**src/dwt_pkg.sv**
```systemverilog
// Package of constants for the DRAM write throttle block.
package dwt_pkg;
    // ------------------------------------------------------------------
    // Register offsets
    // ------------------------------------------------------------------
    localparam logic [7:0] CTRL_OFFSET = 8'he0;
    localparam logic [7:0] ERR_CMD_OFFSET = 8'h90;
    localparam logic [7:0] ERR_STS_OFFSET = 8'h91;
    localparam logic [63:0] CTRL_RESET = 64'h0;
    localparam logic [63:0] CTRL_WMASK = 64'h8000_3fff_ffff_fff8;
    // ------------------------------------------------------------------
    // Field positions
    // ------------------------------------------------------------------
    localparam int LOCK_BIT = 63;
    localparam int GWIN_LSB = 38;
    localparam int GTHR_LSB = 26;
    localparam int HOLD_LSB = 20;
    localparam int MWIN_LSB = 13;
    localparam int MLIM_LSB = 3;
    localparam int ERR_CMD_THR_BIT = 3;
    localparam int ERR_STS_WTHR_BIT = 11;
    localparam logic [7:0] ERR_CMD_RESET = 8'h80;
    localparam int GWIN_STEP_MS = 4;
    localparam int GTHR_SHIFT = 15;
    localparam int MWIN_PAD = 4;
    // ------------------------------------------------------------------
    // Timing
    // ------------------------------------------------------------------
    localparam int CLK_MHZ = 250;
    localparam int MS_CYCLES = CLK_MHZ * 1000;
endpackage

```
**src/dwt_window_timer.sv**
```systemverilog
// Reusable window timer that pulses at the end of each window.
`timescale 1ns/1ns
module dwt_window_timer #(
    parameter int W = 32
) (
    // Clock and reset
    input wire logic clk_i,
    input wire logic sys_rst_i,
    // Control
    input wire logic tick_i,
    input wire logic restart_i,
    input wire logic [W-1:0] len_i,
    // Status
    output logic done_o
);
    logic [W-1:0] cnt_r;
    logic [W-1:0] cnt_nxt;

    // A zero length ends the window on every tick.
    always_comb begin
        cnt_nxt = cnt_r;
        done_o = 1'b0;
        if (restart_i) begin
            cnt_nxt = '0;
        end else if (tick_i) begin
            if (cnt_r + 1'b1 >= len_i) begin
                done_o = 1'b1;
                cnt_nxt = '0;
            end else begin
                cnt_nxt = cnt_r + 1'b1;
            end
        end
    end

    always_ff @(posedge clk_i or posedge sys_rst_i) begin
        if (sys_rst_i) begin
            cnt_r <= '0;
        end else begin
            cnt_r <= cnt_nxt;
        end
    end
endmodule

```
**src/dwt_top.sv**
```systemverilog
// DRAM write throttle: configuration, windows, blocking and error flag.
`timescale 1ns/1ns
// What this block does
// - Global window length is field 45:38 times four milliseconds; zero gives one millisecond.
// - Count QWords per global window; engage throttling above threshold.
// - Global threshold is field 37:26 shifted left by fifteen.
// - Throttling lasts field 25:20 global windows once engaged; zero gives one window.
// - After the duration, stop limiting and resume global counting.
// - Monitor window is field 19:13 padded with four zeros, clocks.
// - While engaged, block writes once window count reaches maximum.
// - Per-window maximum is field 12:3, applied only when engaged.
// - Lock bit 63 resets low; once set the control register freezes.
// - Throttle event sets sticky status bit 11; write one clears.
// - Error command bit 3 enables the error report on throttle events.
module dwt_top #(
    parameter int MS_CYC = dwt_pkg::MS_CYCLES
) (
    // Clock and reset
    input wire logic clk_i,
    input wire logic sys_rst_i,
    // Configuration access
    input wire logic cfg_wr_i,
    input wire logic [7:0] cfg_addr_i,
    input wire logic [63:0] cfg_wdata_i,
    input wire logic [7:0] cfg_be_i,
    output logic [63:0] cfg_rdata_o,
    // Write request path
    input wire logic qword_wr_i,
    output logic wr_block_o,
    // Status
    output logic throttle_active_o,
    output logic read_ctrl_locked_o,
    output logic serr_o
);
    typedef enum logic {DWT_IDLE, DWT_ENGAGED} dwt_state_t;

    dwt_state_t state_r, state_nxt;
    logic [63:0] ctrl_r, ctrl_nxt;
    logic [7:0] err_cmd_r, err_cmd_nxt;
    logic sts_r, sts_nxt;
    logic serr_r, serr_nxt;
    logic [63:0] rdata_r, rdata_nxt;
    logic [63:0] wmask;
    logic [31:0] gcnt_r, gcnt_nxt;
    logic [10:0] mcnt_r, mcnt_nxt;
    logic [5:0] hold_r, hold_nxt;
    logic blk_r, blk_nxt;
    logic ms_tick, g_done, m_done, event_hit, wr_take;
    logic [7:0] gwin;
    logic [11:0] gthr;
    logic [5:0] hold;
    logic [6:0] mwin;
    logic [9:0] mlim;
    logic [9:0] gwin_ms;
    logic [10:0] mwin_clk;
    logic [31:0] gthr_q;

    // ------------------------------------------------------------------
    // Field decode
    // ------------------------------------------------------------------
    assign gwin = ctrl_r[dwt_pkg::GWIN_LSB +: 8];
    assign gthr = ctrl_r[dwt_pkg::GTHR_LSB +: 12];
    assign hold = ctrl_r[dwt_pkg::HOLD_LSB +: 6];
    assign mwin = ctrl_r[dwt_pkg::MWIN_LSB +: 7];
    assign mlim = ctrl_r[dwt_pkg::MLIM_LSB +: 10];
    assign gwin_ms = 10'(gwin * dwt_pkg::GWIN_STEP_MS);
    assign gthr_q = 32'(gthr) << dwt_pkg::GTHR_SHIFT;
    assign mwin_clk = 11'(mwin) << dwt_pkg::MWIN_PAD;

    // ------------------------------------------------------------------
    // Window timers
    // ------------------------------------------------------------------
    dwt_window_timer #(.W(32)) u_ms (
        .clk_i(clk_i),
        .sys_rst_i(sys_rst_i),
        .tick_i(1'b1),
        .restart_i(1'b0),
        .len_i(32'(MS_CYC)),
        .done_o(ms_tick)
    );

    dwt_window_timer #(.W(10)) u_gwin (
        .clk_i(clk_i),
        .sys_rst_i(sys_rst_i),
        .tick_i(ms_tick),
        .restart_i(1'b0),
        .len_i(gwin_ms),
        .done_o(g_done)
    );

    // The monitor window restarts whenever throttling is not engaged.
    dwt_window_timer #(.W(11)) u_mwin (
        .clk_i(clk_i),
        .sys_rst_i(sys_rst_i),
        .tick_i(1'b1),
        .restart_i(state_r != DWT_ENGAGED),
        .len_i(mwin_clk),
        .done_o(m_done)
    );

    // ------------------------------------------------------------------
    // Throttle state
    // ------------------------------------------------------------------
    always_comb begin
        state_nxt = state_r;
        gcnt_nxt = gcnt_r;
        mcnt_nxt = mcnt_r;
        hold_nxt = hold_r;
        blk_nxt = blk_r;
        event_hit = 1'b0;
        // A blocked cycle is never counted, even if the path ignores the block.
        wr_take = qword_wr_i && !wr_block_o;
        if (wr_take) begin
            gcnt_nxt = gcnt_r + 32'h1;
            mcnt_nxt = mcnt_r + 11'h1;
        end
        case (state_r)
            DWT_IDLE: begin
                mcnt_nxt = '0;
                blk_nxt = 1'b0;
                if (g_done) begin
                    // A write in the closing cycle opens the next count.
                    gcnt_nxt = {31'h0, wr_take};
                    if (gcnt_r > gthr_q) begin
                        event_hit = 1'b1;
                        state_nxt = DWT_ENGAGED;
                        hold_nxt = hold;
                    end
                end
            end
            DWT_ENGAGED: begin
                if (m_done) begin
                    mcnt_nxt = {10'h0, wr_take};
                    blk_nxt = 1'b0;
                end
                if (mcnt_nxt >= {1'b0, mlim}) begin
                    blk_nxt = 1'b1;
                end
                if (g_done) begin
                    gcnt_nxt = {31'h0, wr_take};
                    if (hold_r <= 6'h1) begin
                        state_nxt = DWT_IDLE;
                        blk_nxt = 1'b0;
                        hold_nxt = '0;
                    end else begin
                        hold_nxt = hold_r - 6'h1;
                    end
                end
            end
            default: begin
                state_nxt = DWT_IDLE;
            end
        endcase
    end

    always_ff @(posedge clk_i or posedge sys_rst_i) begin
        if (sys_rst_i) begin
            state_r <= DWT_IDLE;
            gcnt_r <= '0;
            mcnt_r <= '0;
            hold_r <= '0;
            blk_r <= 1'b0;
        end else begin
            state_r <= state_nxt;
            gcnt_r <= gcnt_nxt;
            mcnt_r <= mcnt_nxt;
            hold_r <= hold_nxt;
            blk_r <= blk_nxt;
        end
    end

    // A zero maximum blocks at once while engaged.
    assign wr_block_o = (state_r == DWT_ENGAGED) &&
                        (blk_r || mlim == 10'h0);
    assign throttle_active_o = (state_r == DWT_ENGAGED);
    assign read_ctrl_locked_o = ctrl_r[dwt_pkg::LOCK_BIT];

    // ------------------------------------------------------------------
    // Configuration registers
    // ------------------------------------------------------------------
    always_comb begin
        ctrl_nxt = ctrl_r;
        err_cmd_nxt = err_cmd_r;
        sts_nxt = sts_r;
        rdata_nxt = '0;
        for (int i = 0; i < 8; i++) begin
            wmask[8*i +: 8] = {8{cfg_be_i[i]}};
        end
        wmask = wmask & dwt_pkg::CTRL_WMASK;
        if (cfg_wr_i && cfg_addr_i == dwt_pkg::CTRL_OFFSET &&
            !ctrl_r[dwt_pkg::LOCK_BIT]) begin
            ctrl_nxt = (ctrl_r & ~wmask) | (cfg_wdata_i & wmask);
        end else if (cfg_wr_i && cfg_addr_i == dwt_pkg::ERR_CMD_OFFSET &&
                     cfg_be_i[0]) begin
            err_cmd_nxt = cfg_wdata_i[7:0];
        end else if (cfg_wr_i && cfg_addr_i == dwt_pkg::ERR_STS_OFFSET &&
                     cfg_be_i[1] &&
                     cfg_wdata_i[dwt_pkg::ERR_STS_WTHR_BIT]) begin
            sts_nxt = 1'b0;
        end
        if (event_hit) begin
            sts_nxt = 1'b1;
        end
        if (cfg_addr_i == dwt_pkg::CTRL_OFFSET) begin
            rdata_nxt = ctrl_r;
        end else if (cfg_addr_i == dwt_pkg::ERR_CMD_OFFSET) begin
            rdata_nxt = {56'h0, err_cmd_r};
        end else if (cfg_addr_i == dwt_pkg::ERR_STS_OFFSET) begin
            rdata_nxt = {52'h0, sts_r, 11'h0};
        end
        serr_nxt = event_hit && err_cmd_r[dwt_pkg::ERR_CMD_THR_BIT];
    end

    always_ff @(posedge clk_i or posedge sys_rst_i) begin
        if (sys_rst_i) begin
            ctrl_r <= dwt_pkg::CTRL_RESET;
            err_cmd_r <= dwt_pkg::ERR_CMD_RESET;
            sts_r <= 1'b0;
            serr_r <= 1'b0;
            rdata_r <= '0;
        end else begin
            ctrl_r <= ctrl_nxt;
            err_cmd_r <= err_cmd_nxt;
            sts_r <= sts_nxt;
            serr_r <= serr_nxt;
            rdata_r <= rdata_nxt;
        end
    end

    assign cfg_rdata_o = rdata_r;
    assign serr_o = serr_r;

    // ------------------------------------------------------------------
    // Checks
    // ------------------------------------------------------------------
    lock_freeze_a: assert property (@(posedge clk_i) disable iff (sys_rst_i)
        ctrl_r[dwt_pkg::LOCK_BIT] |=> $stable(ctrl_r))
        else $error("Locked control register changed");

    idle_noblock_a: assert property (@(posedge clk_i) disable iff (sys_rst_i)
        (state_r == DWT_IDLE) |-> (!wr_block_o && !blk_r))
        else $error("Writes blocked while not engaged");

    engage_a: assert property (@(posedge clk_i) disable iff (sys_rst_i)
        (state_r == DWT_IDLE && g_done && gcnt_r > gthr_q)
        |=> (state_r == DWT_ENGAGED && sts_r))
        else $error("Threshold crossing did not engage");

    limit_block_a: assert property (@(posedge clk_i) disable iff (sys_rst_i)
        (state_r == DWT_ENGAGED && mcnt_r >= {1'b0, mlim} && !m_done
         && !g_done) |=> wr_block_o)
        else $error("Limit reached without blocking");

    serr_gate_a: assert property (@(posedge clk_i) disable iff (sys_rst_i)
        serr_o |-> $past(err_cmd_r[dwt_pkg::ERR_CMD_THR_BIT]))
        else $error("Error report without enable");

    sts_sticky_a: assert property (@(posedge clk_i) disable iff (sys_rst_i)
        (sts_r && !cfg_wr_i) |=> sts_r)
        else $error("Status flag lost without a clear");

    win_clear_a: assert property (@(posedge clk_i) disable iff (sys_rst_i)
        g_done |=> (gcnt_r <= 32'h1))
        else $error("Global counter not cleared");

    hold_end_a: assert property (@(posedge clk_i) disable iff (sys_rst_i)
        (state_r == DWT_ENGAGED && g_done && hold_r <= 6'h1)
        |=> state_r == DWT_IDLE)
        else $error("Throttling outlived its duration");
endmodule

```
**config.mk**
```make
export PLATFORM = sky130hd
export DESIGN_NAME = dwt_top
export DESIGN_NICKNAME = d
export VERILOG_FILES = /design/src/dwt_pkg.sv /design/src/dwt_window_timer.sv /design/src/dwt_top.sv
export SDC_FILE = /design/constraint.sdc
export NUM_CORES = 1
export LEC_CHECK = 0
export BUFFER_PORTS_ARGS = -buffer_cell sky130_fd_sc_hd__buf_2
export CAP_MARGIN = 20
export CORE_UTILIZATION = 51
export DETAILED_ROUTE_END_ITERATION = 10
export PLACE_DENSITY = 0.74
export SLEW_MARGIN = 5
export SYNTH_ARGS = -nofsm -noshare
export SYNTH_HDL_FRONTEND = slang
export SYNTH_SLANG_ARGS = --single-unit
```
**constraint.sdc**
```tcl
create_clock -name clk_i -period 9.3 [get_ports clk_i]
set_clock_uncertainty 0.2 [all_clocks]
set_input_delay 1.86 -clock clk_i [delete_from_list [all_inputs] [get_ports clk_i]]
set_output_delay 1.86 -clock clk_i [all_outputs]
set_load 0.02 [all_outputs]
```
==> metrics.md <==
| Metric | Value |
|---|---|
| Final period util | `51.0%` |
| Most common cell after layout, fill and taps aside | `dfrtp_1` |
| Tmin final | `4750 ps` |
| Max frequency | `211 MHz` |
| Port bufs | `116` |
| Resized cells post-CTS | `0` |
| Dpl ws | `4170 ps` |
| RSZ-0062 raised after global routing | `false` |
| R2R setup slack | `4550 ps` |
| Synthesized area | `0.0101 mm2` |
| P_sw | `0.538 mW` |
| Critical Path Slowest Stage Cell | `dfrtp_1` |
| # hold bufs at CTS | `0` |
| Initial antenna violation count | `1` |
| Register-to-Register Path Depth | `20` |
| Worst Hold End | `cfg_rdata_o[1]$_DFF_PP0_` |
| CTS root buf | `clkbuf_16` |
| Crit path capture type | `register` |
| Clk buf depth | `3` |
| R2R Path End | `blk_r$_DFF_PP0_` |
| Worst Path Required | `9490 ps` |
| H-tree Lvls | `1` |
| Post-DR wirelength/cell | `14.7 um` |
| Clock Power Share | `47.0%` |
| Worst hold path type | `register to register` |
| PwrDens | `188 mW/mm2` |
| Critical Path Fanout Max | `11` |
| Synth Area in XOR/XNOR | `6.31%` |
| N_diodes | `0` |
| Post-synthesis simple-gate area fraction | `19.1%` |
| P_int | `1.70 mW` |
| Tightest Pin Transition | `1120 ps` |
| Most frequent cells in the layout | `dfrtp_1, buf_2, nor2_1` |
| Max cap viols | `0` |
| Count of flip-flops with a built-in enable after synthesis | `0` |
| Compound-cell area share of the yosys netlist | `7.50%` |
| Yosys reg bits | `205` |
| Final setup TNS | `0 ps` |
| DRC Markers | `0` |
| Global-route wire length before repair | `33.8 mm` |
| Unique masters post-synth | `72` |
| Pins Over Slew Limit | `0` |
| Multiplexer share of the synthesized area | `6.06%` |
| Worst hold path depth | `1` |
| Inserted Clock Buffers | `23` |
| Vias per inst | `5.28` |
| Placed cells | `1337` |
| CTS tree | `yes` |
| Starting Density | `52.0%` |
| Peak VDD IR | `126 uV` |
| DRT antenna net count | `0` |
| Reg power frac | `42.6%` |
| Total GRT Usage | `20.6%` |
| Slowest stage delay, CP | `450 ps` |
| Cells after Synth | `962` |
| Leakage | `5.71 nW` |
| Crit-path most repeated cell | `ha_1` |
| Final WS setup | `4550 ps` |
| Clk_lat worst skew | `510 ps` |
| Total chip power | `2.23 mW` |
| Total gr overflow | `0` |
| Post CTS Setup Buffer Count | `0` |
| Final Non-Filler Cells | `1379` |
| Largest net degree at the start of global routing | `127` |
| Hold Startpoint | `err_cmd_r[1]$_DFFE_PP0P_` |
| Detail Placement HPWL | `14.0 mm` |
| Reg-to-Reg Start | `u_mwin.cnt_r[0]$_DFF_PP0_` |
| Clock transition at path regs | `60 ps` |
| CORE AREA | `0.0195 mm2` |
| Final hold viol count | `0` |
| Rows | `51` |
| P&R area growth vs syn | `17.5%` |
| Die Span X | `143 um` |
| Status | `finished, final reports clean` |
| Arrival time worst endpoint | `4930 ps` |
| Vias in the first global route | `6979` |
| Largest family of logic cells by synthesized area | `simple AND/OR/NAND/NOR gates` |
| Post-synth top flop | `dfrtp_1` |
| Die outline height | `143 um` |
| Final WL | `20.3 mm` |
| Worst Setup Start Kind | `register` |
| Switching share of total power | `24.1%` |
| Die area | `0.0204 mm2` |
| Mean Syn Cell Area | `10.5 um2` |
| Final setup fails | `0` |
| Nets | `1229` |
| Vias post-DR | `7275` |
| Worst rel slew slack | `24.8%` |
| Gpl congestion | `0.848` |
| Critical path class | `register to register` |
| Critical path, cell by cell | `ha_1, nand3_1, xor2_1, ha_1, nand3_1, o31ai_1, a31oi_1, a21oi_1, a41o_1, nor2b_1, xnor2_1, ha_1, nand2b_1, a21o_1, a21o_1, a211oi_1, o21ai_0, o211ai_1, a21oi_1, o311a_1` |
| Drt pass-1 iters | `4` |
| # IOs | `152` |
| Sink Count | `205` |
| Register area share after synthesis | `50.7%` |
| Post-Synth Adder-Cell Area | `5.81%` |
| Warnings, synthesis | `0` |
| Logic pwr share | `10.4%` |
| 1st-iter DRT viols | `361` |
| Async S/R FF share, synth | `100%` |
| Share of post-route cells with drive strength above 1 | `20.6%` |
## per-stage QoR
stage | cell area, um2 | util (%) | hold WS [ps]
2_1_floorplan | 10200 | - | 249
3_3_place_gp | 11000 | 56.5 | 259
3_5_place_dp | 11000 | 56.5 | 271
4_1_cts | 11900 | 61.0 | 284
5_1_grt | 11900 | 61.2 | 308
6_report | 11900 | 61.2 | 279
## power by group through the flow
| stage | clock, mW | sequential, mW | combinational (mW) |
|---|---|---|---|
| after floorplan | 0 | 0.955 | 0.181 |
| after detailed placement | 0 | 0.968 | 0.234 |
| final | 1.05 | 0.952 | 0.233 |
| after global placement | 0 | 0.967 | 0.229 |
| after global routing | 1.10 | 0.956 | 0.264 |
| after CTS | 1.07 | 0.952 | 0.235 |
## cells by family after synthesis
| kind of cell | Yosys count |
|---|---|
| mux | 55 |
| flops | 205 |
| fa+ha+maj | 47 |
| buf+inv | 102 |
| simple gates | 371 |
| other cells | 1 |
| compound gates | 108 |
| xor+xnor | 73 |
## how the worst max path moves through the flow
stage	slack, ps	to	startpoint
4_1_cts	4470	blk_r$_DFF_PP0_	u_mwin.cnt_r[0]$_DFF_PP0_
3_3_place_gp	4210	register	cfg_addr_i[1]
3_5_place_dp	4170	register	cfg_addr_i[1]
5_1_grt	4170	blk_r$_DFF_PP0_	u_mwin.cnt_r[0]$_DFF_PP0_
6_report	4550	blk_r$_DFF_PP0_	u_mwin.cnt_r[0]$_DFF_PP0_
2_1_floorplan	1650	async pin	sys_rst_i
## critical path: cells and delay by family, from the launching register on
family / cells / cell delay [ps]
AOI/OAI and AO/OA: 11 / 2250
adders and majority gates: 3 / 870
DFF: 1 / 450
and+or+nand+nor: 4 / 430
xor gates and xnor gates: 2 / 420
## Yosys cell counts (9+ instances only)
cell type / instances / area share (%)
a21o_1: 10 / 0.74
a21oi_1: 24 / 1.2
and2_1: 48 / 3.0
and3_1: 21 / 1.3
buf_4: 17 / 1.3
clkbuf_1: 17 / 0.63
dfrtp_1: 204 / 50
ha_1: 47 / 5.8
inv_1: 59 / 2.2
mux2_2: 51 / 5.7
nand2_1: 45 / 1.7
nand3_1: 52 / 2.6
nand4_1: 21 / 1.3
nor2_1: 106 / 3.9
nor3_1: 18 / 0.89
nor4_1: 12 / 0.74
o21ai_0: 19 / 0.94
or3_1: 9 / 0.56
xnor2_1: 40 / 3.5
xor2_1: 33 / 2.9
## routing by layer
metal / GRT usage, % / vias up / share of wire, %
met1: 28.0 / 3509 / 46
met4: 4.81 / 2 / 2.0
met5: 0 / - / 0.049
met2: 34.3 / 166 / 47
li1: - / 3559 / -
met3: 3.82 / 39 / 4.7
## final cells by class
type,count,area [um2]
fill,1571,7560
sequential,205,5130
multi-input combinational,685,4670
timing repair buffer,123,653
clock buffer,27,611
tap,265,332
clock inverter,14,277
inverter,60,233
Note: power is estimated with default switching activity, not from simulation.
